**src/shared/fgp_pkg.sv**
```systemverilog
// constants and helpers for the five-pin general-purpose port
// assumes byte-addressed configuration space, 16-bit register words
package fgp_pkg;

   // ****************************************
   // geometry
   // ****************************************
   localparam int FGP_PINS = 5;
   localparam int FGP_REG_W = 16;

   // ****************************************
   // register offsets and reset values
   // ****************************************
   localparam logic [7:0] FGP_DIR_OFF = 8'hB4;
   localparam logic [7:0] FGP_LEVEL_OFF = 8'hB6;
   localparam logic [4:0] FGP_DIR_RST = 5'h00;
   localparam logic [4:0] FGP_LEVEL_RST = 5'h00;
   localparam logic [4:0] FGP_OE_N_RST = 5'h1F;
   localparam logic [15:0] FGP_RDATA_RST = 16'h0000;
   localparam logic [10:0] FGP_UPPER_ZERO = 11'h000;

   // ****************************************
   // pin positions of the secondary functions
   // ****************************************
   localparam int FGP_PIN_CLOCK_RUN_FUNCTION = 0;
   localparam int FGP_PIN_PWROVR = 1;
   localparam int FGP_PIN_PLAIN = 2;
   localparam int FGP_PIN_SDA = 3;
   localparam int FGP_PIN_SCL = 4;

   // word match on the 16-bit register at a byte offset
   function automatic logic fgp_hit(input logic [7:0] addr,
                                    input logic [7:0] off);
      return addr[7:1] == off[7:1];
   endfunction : fgp_hit

endpackage : fgp_pkg

```
**src/shared/fgp_pin_if.sv**
```systemverilog
// per-pin control and drive signals between the register core and the mux
// assumes one clock domain; the mux side is purely combinational
`timescale 1ns/1ns
interface fgp_pin_if #(parameter int W = 5);
   logic [W-1:0] dir;
   logic [W-1:0] level;
   logic [W-1:0] sec_en;
   logic [W-1:0] sec_level;
   logic [W-1:0] sec_drive;
   logic [W-1:0] out_mode;
   logic [W-1:0] drive_en;
   logic [W-1:0] drive_level;

   modport mux (input dir, level, sec_en, sec_level, sec_drive,
                output out_mode, drive_en, drive_level);
   modport core (output dir, level, sec_en, sec_level, sec_drive,
                 input out_mode, drive_en, drive_level);
endinterface : fgp_pin_if

```
**src/hw/fgp_pin_mux.sv**
```systemverilog
// pin ownership: general-purpose register bits or secondary function
// assumes sec_en is zero for pins that have no secondary function
`timescale 1ns/1ns
module fgp_pin_mux (
   fgp_pin_if.mux pins
);

   // ****************************************
   // ownership
   // ****************************************
   // direction ignored under secondary
   assign pins.out_mode = pins.dir & ~pins.sec_en;

   // ****************************************
   // drive
   // ****************************************
   assign pins.drive_en = pins.out_mode | (pins.sec_en & pins.sec_drive);
   assign pins.drive_level = (pins.out_mode & pins.level) |
                             (pins.sec_en & pins.sec_level);

endmodule : fgp_pin_mux

```
**src/hw/fgp_gpio_port.sv**
```systemverilog
// five-pin general-purpose port with direction and level registers
// assumes configuration accesses and pin levels are synchronous to clk,
// link_reset_n and global_reset_input_n are synchronous clears,
// rst_n is the power-on reset, asynchronous
`timescale 1ns/1ns
module fgp_gpio_port
   import fgp_pkg::*;
(
   input wire logic clk,
   input wire logic rst_n,
   input wire logic link_reset_n,
   input wire logic global_reset_input_n,
   input wire logic [7:0] cfg_addr,
   input wire logic cfg_wr,
   input wire logic cfg_rd,
   input wire logic [1:0] cfg_be,
   input wire logic [15:0] cfg_wdata,
   output logic [15:0] cfg_rdata,
   output logic cfg_rd_valid,
   input wire logic clock_run_function_en,
   input wire logic power_override_function_en,
   input wire logic serial_bus_en,
   input wire logic [4:0] sec_level,
   input wire logic [4:0] sec_drive,
   input wire logic [4:0] pin_in,
   output logic [4:0] pin_out,
   output logic [4:0] pin_oe_n
);

   // ****************************************
   // declarations
   // ****************************************
   logic [4:0] dir_ff;
   logic [4:0] nxt_dir;
   logic [4:0] level_ff;
   logic [4:0] nxt_level;
   logic [4:0] sample_ff;
   logic [15:0] rdata_ff;
   logic [15:0] nxt_rdata;
   logic rd_valid_ff;
   logic [4:0] pin_out_ff;
   logic [4:0] pin_oe_n_ff;

   wire soft_clr;
   wire dir_hit;
   wire level_hit;
   wire dir_wr;
   wire level_wr;
   wire [4:0] sec_en;
   wire [4:0] out_mode;
   wire [4:0] wr_bits;
   wire [4:0] level_view;

   fgp_pin_if #(.W(FGP_PINS)) pins_if ();

   // ****************************************
   // reset sources
   // ****************************************
   // link or global reset clears
   assign soft_clr = ~link_reset_n | ~global_reset_input_n;

   // ****************************************
   // secondary function map
   // ****************************************
   // fixed pin sharing, pin 2 plain
   assign sec_en[FGP_PIN_CLOCK_RUN_FUNCTION] = clock_run_function_en;
   assign sec_en[FGP_PIN_PWROVR] = power_override_function_en;
   assign sec_en[FGP_PIN_PLAIN] = 1'b0;
   assign sec_en[FGP_PIN_SDA] = serial_bus_en;
   assign sec_en[FGP_PIN_SCL] = serial_bus_en;

   // ****************************************
   // pin mux hookup
   // ****************************************
   assign pins_if.dir = dir_ff;
   assign pins_if.level = level_ff;
   assign pins_if.sec_en = sec_en;
   assign pins_if.sec_level = sec_level;
   assign pins_if.sec_drive = sec_drive;
   assign out_mode = pins_if.out_mode;

   fgp_pin_mux u_mux (
      .pins(pins_if.mux)
   );

   // ****************************************
   // address decode
   // ****************************************
   // only lane 0 holds live bits; lane 1 writes land on read-only zeros
   assign dir_hit = fgp_hit(cfg_addr, FGP_DIR_OFF);
   assign level_hit = fgp_hit(cfg_addr, FGP_LEVEL_OFF);
   assign dir_wr = cfg_wr & cfg_be[0] & dir_hit & ~soft_clr;
   assign level_wr = cfg_wr & cfg_be[0] & level_hit & ~soft_clr;

   // ****************************************
   // direction register
   // ****************************************
   // one direction bit per pin
   assign nxt_dir = soft_clr ? FGP_DIR_RST :
                    dir_wr ? cfg_wdata[4:0] : dir_ff;

   always_ff @(posedge clk or negedge rst_n) begin
      if (!rst_n) begin
         dir_ff <= FGP_DIR_RST;
      end else begin
         dir_ff <= nxt_dir;
      end
   end

   // ****************************************
   // level register
   // ****************************************
   // drop bits of input or secondary pins
   assign wr_bits = (level_ff & ~out_mode) | (cfg_wdata[4:0] & out_mode);
   assign nxt_level = soft_clr ? FGP_LEVEL_RST :
                      level_wr ? wr_bits : level_ff;

   always_ff @(posedge clk or negedge rst_n) begin
      if (!rst_n) begin
         level_ff <= FGP_LEVEL_RST;
      end else begin
         level_ff <= nxt_level;
      end
   end

   // ****************************************
   // input sampling
   // ****************************************
   // pins are already synchronous; one stage keeps the read path short
   always_ff @(posedge clk or negedge rst_n) begin
      if (!rst_n) begin
         sample_ff <= FGP_LEVEL_RST;
      end else begin
         sample_ff <= pin_in;
      end
   end

   // ****************************************
   // read path
   // ****************************************
   // input pins show sampled level
   assign level_view = (out_mode & level_ff) | (~out_mode & sample_ff);
   // low bits follow pins after reset
   assign nxt_rdata = !cfg_rd ? rdata_ff :
                      dir_hit ? {FGP_UPPER_ZERO, dir_ff} :
                      level_hit ? {FGP_UPPER_ZERO, level_view} :
                      FGP_RDATA_RST;

   always_ff @(posedge clk or negedge rst_n) begin
      if (!rst_n) begin
         rdata_ff <= FGP_RDATA_RST;
         rd_valid_ff <= 1'b0;
      end else begin
         rdata_ff <= nxt_rdata;
         rd_valid_ff <= cfg_rd;
      end
   end

   // ****************************************
   // pin drivers
   // ****************************************
   // registered so pads never see decode glitches; costs one cycle
   always_ff @(posedge clk or negedge rst_n) begin
      if (!rst_n) begin
         pin_out_ff <= FGP_LEVEL_RST;
         pin_oe_n_ff <= FGP_OE_N_RST;
      end else begin
         pin_out_ff <= pins_if.drive_level;
         pin_oe_n_ff <= ~pins_if.drive_en;
      end
   end

   assign cfg_rdata = rdata_ff;
   assign cfg_rd_valid = rd_valid_ff;
   assign pin_out = pin_out_ff;
   assign pin_oe_n = pin_oe_n_ff;
endmodule : fgp_gpio_port

```
**config.mk**
```make
export PLATFORM = sky130hd
export DESIGN_NAME = fgp_gpio_port
export DESIGN_NICKNAME = d
export VERILOG_FILES = /design/src/shared/fgp_pkg.sv /design/src/shared/fgp_pin_if.sv /design/src/hw/fgp_pin_mux.sv /design/src/hw/fgp_gpio_port.sv
export SDC_FILE = /design/constraint.sdc
export NUM_CORES = 1
export LEC_CHECK = 0
export BUFFER_PORTS_ARGS = -buffer_cell sky130_fd_sc_hd__buf_2
export CAP_MARGIN = 20
export CORE_MARGIN = 2
export CORE_UTILIZATION = 40
export CTS_CLUSTER_SIZE = 12
export DETAILED_ROUTE_END_ITERATION = 8
export GPL_TIMING_DRIVEN = 0
export PLACE_DENSITY = 0.73
export SYNTH_ARGS = -nofsm -noshare
export SYNTH_HDL_FRONTEND = slang
export SYNTH_SLANG_ARGS = --single-unit
```
**constraint.sdc**
```tcl
create_clock -name clk -period 1.2 [get_ports clk]
set_input_delay 0 -clock clk [delete_from_list [all_inputs] [get_ports clk]]
set_output_delay 0 -clock clk [all_outputs]
set_load 0.005 [all_outputs]
```
==> metrics.cfg <==
[yosys]
synth_xor_area_share_pct=0
synth_edf_count=0
yosys.area_share.adder_pct=0
synth-seq-cells=31
synth_top_flop_cell=dfrtp_1
synth_compound_area_share_pct=10.6
yosys.area_share.simple_pct=17.6
yosysSeqAreaShare_pct=55.0
synthesis.area_um2=1420
synth_top_family_by_area=simple AND/OR/NAND/NOR gates
synth_area_leaders=dfrtp_1, dfstp_2, mux2i_1, buf_4, nand2_1
synth_cell_types=26
ys_warn_count=0
synth_mux_area_share_pct=7.04
postSynthAreaPerCell_um2=10.9
async_flop_share_pct=100
synth_top_area_cell=dfrtp_1
synth_top_area_share_pct=45.7
syn-instance-count=130

[critical_path]
ff2ff_setup_slack_ns=0.16
cp_max_fo=10
startpoint_type=input pin
end_kind=register
reg2reg_to=cfg_rdata[3]$_DFFE_PN0P_
arrival_ns=1.37
r2r-start=level_ff[3]$_DFFE_PN0P_
crit_type=input pin to register
r2r.worst_path.cells=3
worstPathRequired_ns=1.42

[clocking]
cts_tree=built
clkSinkCount=31
clkTransAtPathRegs_ns=0.09
postCtsSetupRepairBufs=0
clock_latency_ns=0.32
htreeDepth=2
clockRootBuffer=clkbuf_4
cts_made_buffers=5
clock_tree.buffer_depth=2

[pwr]
ir_drop_mv=0.544
p_leak_nw=1.03
totalPowerFinal_w=0.00195
p_per_area_nw_per_um2=945

[floorplan]
fp-row-count=21
core_um2=3360
die_x_um=63.6
die_y_um=63.6
dieArea_um2=4050
initial_utilization_pct=42.3
ios=77

[sta]
fin_ws_ns=0.0526
fin_hold_ws_ns=0.133
tightest_slew_ns=0.654
clock.fmax_mhz=872
setup_viol=0
min_period_ns=1.15
rsz0062_at_grt=false
period_share_pct=95.6
maxSlewViolCount=0
fin_skew_ns=0.00554
fin_setup_tns_ns=0
hold_viol_final=0
max_slew_margin_pct=56.4

[detailed_routing]
drt-initial-drc-count=56
wire_per_inst_um=11.9
drcViolationCount=0
post_drt_via_cell_ratio=4.61
vias=1226
first_pass_iters=4
ant_nets=0
drt_wl_total_um=3160

[cells_and_area]
drive_gt1_share_pct=37.7
nets=270
fillers=298
synthToLayoutAreaGrowth_pct=45.1
final-seq-area_um2=782
antennaDiodeCount=0
fin_area_um2=2060
multi_input_area_um2=553

[hold_path]
hold_class=input pin to register
hp-start=cfg_addr[4]
whs_path_depth=3
min_to=cfg_rdata[2]$_DFFE_PN0P_

[status]
status=finished clean

[grt]
antenna_found_initial=0
grt_pass1_vias=1177
grt_pass1_wl_um=5220
grt_max_degree=32
grtUsageTotal_pct=17.1
grt_overflow=0

[place]
placed_cell_area_um2=1770
dpl_worst_slack_ns=0.0899
dp_hpwl_um=2140
numPortBuffers=50
gp_congestion=0.725

[job]
max-cap-violations=0

## registers in the layout (all words and copies together), names as in the netlist
name	cells
cfg_rdata	5
pin_out	5
pin_oe_n	5
level_ff	5
sample_ff	5
cfg_rd_valid	1
dir_ff	5
## stage by stage
step	util (%)	cells
after floorplan	-	140
after global placement	52.6	236
after detailed placement	52.6	236
after CTS	61.1	266
after global routing	61.4	266
final	61.4	266
## cells by family (layout without fill, tap and decap cells)
group           count (synthesis)  in the layout
flops                          31             31
compound gates                 23             23
simple gates                   45             45
other cells                     1             11
buf+inv                        20            100
mux                            10             10
## cells in the mapped netlist, types with 2 or more instances
master	count
buf_4	11
mux2i_1	10
a21oi_1	9
dfrtp_1	26
o21ai_0	3
nand2_1	17
buf_6	2
a22o_1	3
nor3b_1	4
dfstp_2	5
o21ai_1	2
nand4_1	5
nor2b_1	9
buf_2	3
a32o_1	4
nor2_1	5
inv_1	3
## cells in the final DEF, fill, tap and decap left out, types with 3 or more instances in the layout
| cell type | Yosys | final |
|---|---|---|
| inv_1 | 3 | 3 |
| buf_4 | 11 | 11 |
| o21ai_0 | 3 | 3 |
| dfstp_2 | 5 | 5 |
| clkbuf_4 | 0 | 5 |
| dfrtp_1 | 26 | 26 |
| a21oi_1 | 9 | 9 |
| nor2_1 | 5 | 5 |
| dlygate4sd3_1 | 0 | 23 |
| a32o_1 | 4 | 4 |
| buf_2 | 3 | 53 |
| nor2b_1 | 9 | 9 |
| conb_1 | 1 | 11 |
| a22o_1 | 3 | 3 |
| mux2i_1 | 10 | 10 |
| nand2_1 | 17 | 17 |
| nand4_1 | 5 | 5 |
## worst max-delay path, cell delays in order
cell and delay, ns:
dlygate4sd3_1 0.53, buf_2 0.13, buf_2 0.18, nor3b_2 0.19
o21ai_0 0.09, a32o_1 0.25
## routing by layer
metal | vias to the layer above | global-route usage (%) | wire, um
li1 | 609 | - | -
met1 | 563 | 19.6 | 1340
met2 | 48 | 28.8 | 1510
met3 | 6 | 5.89 | 247
met4 | 0 | 7.34 | 63
met5 | - | 0 | 0
## power by group
part           switching (W)  internal [W]
Combinational       0.000114      0.000150
Clock               0.000334      0.000271
Sequential        0.00000839       0.00107
## worst max-delay path by stage
| stage | to | slack, ns | cells after the start | start |
|---|---|---|---|---|
| after floorplan | cfg_rdata[3]$_DFFE_PN0P_ | 0.23 | 3 | level_ff[3]$_DFFE_PN0P_ |
| after global placement | dir_ff[4]$_DFFE_PN0P_ | 0.10 | 5 | cfg_addr[3] |
| after detailed placement | dir_ff[0]$_DFFE_PN0P_ | 0.09 | 5 | cfg_addr[3] |
| after CTS | cfg_rdata[4]$_DFFE_PN0P_ | 0.08 | 6 | serial_bus_en |
| after global routing | cfg_rdata[4]$_DFFE_PN0P_ | 0.01 | 6 | serial_bus_en |
| final | cfg_rdata[4]$_DFFE_PN0P_ | 0.05 | 6 | serial_bus_en |
## repair_timing
| action | 4_1_cts | 5_1_grt |
|---|---|---|
| gates resized for setup | 0 | 2 |
| hold endpoints to repair | 51 | 0 |
| hold buffers | 23 | 0 |
| setup endpoints to repair | 0 | 1 |
## layout make-up
| type | instances | share of cell area (%) |
|---|---|---|
| Buffer | 17 | 6.00 |
| Clock inverter | 1 | 0.242 |
| Clock buffer | 6 | 2.48 |
| Inverter | 3 | 0.545 |
| Sequential cell | 31 | 37.9 |
| Timing Repair Buffer | 73 | 23.3 |
| Tap cell | 46 | 2.79 |
| Multi-Input combinational cell | 89 | 26.8 |
Power figures use the tool's default switching activity.
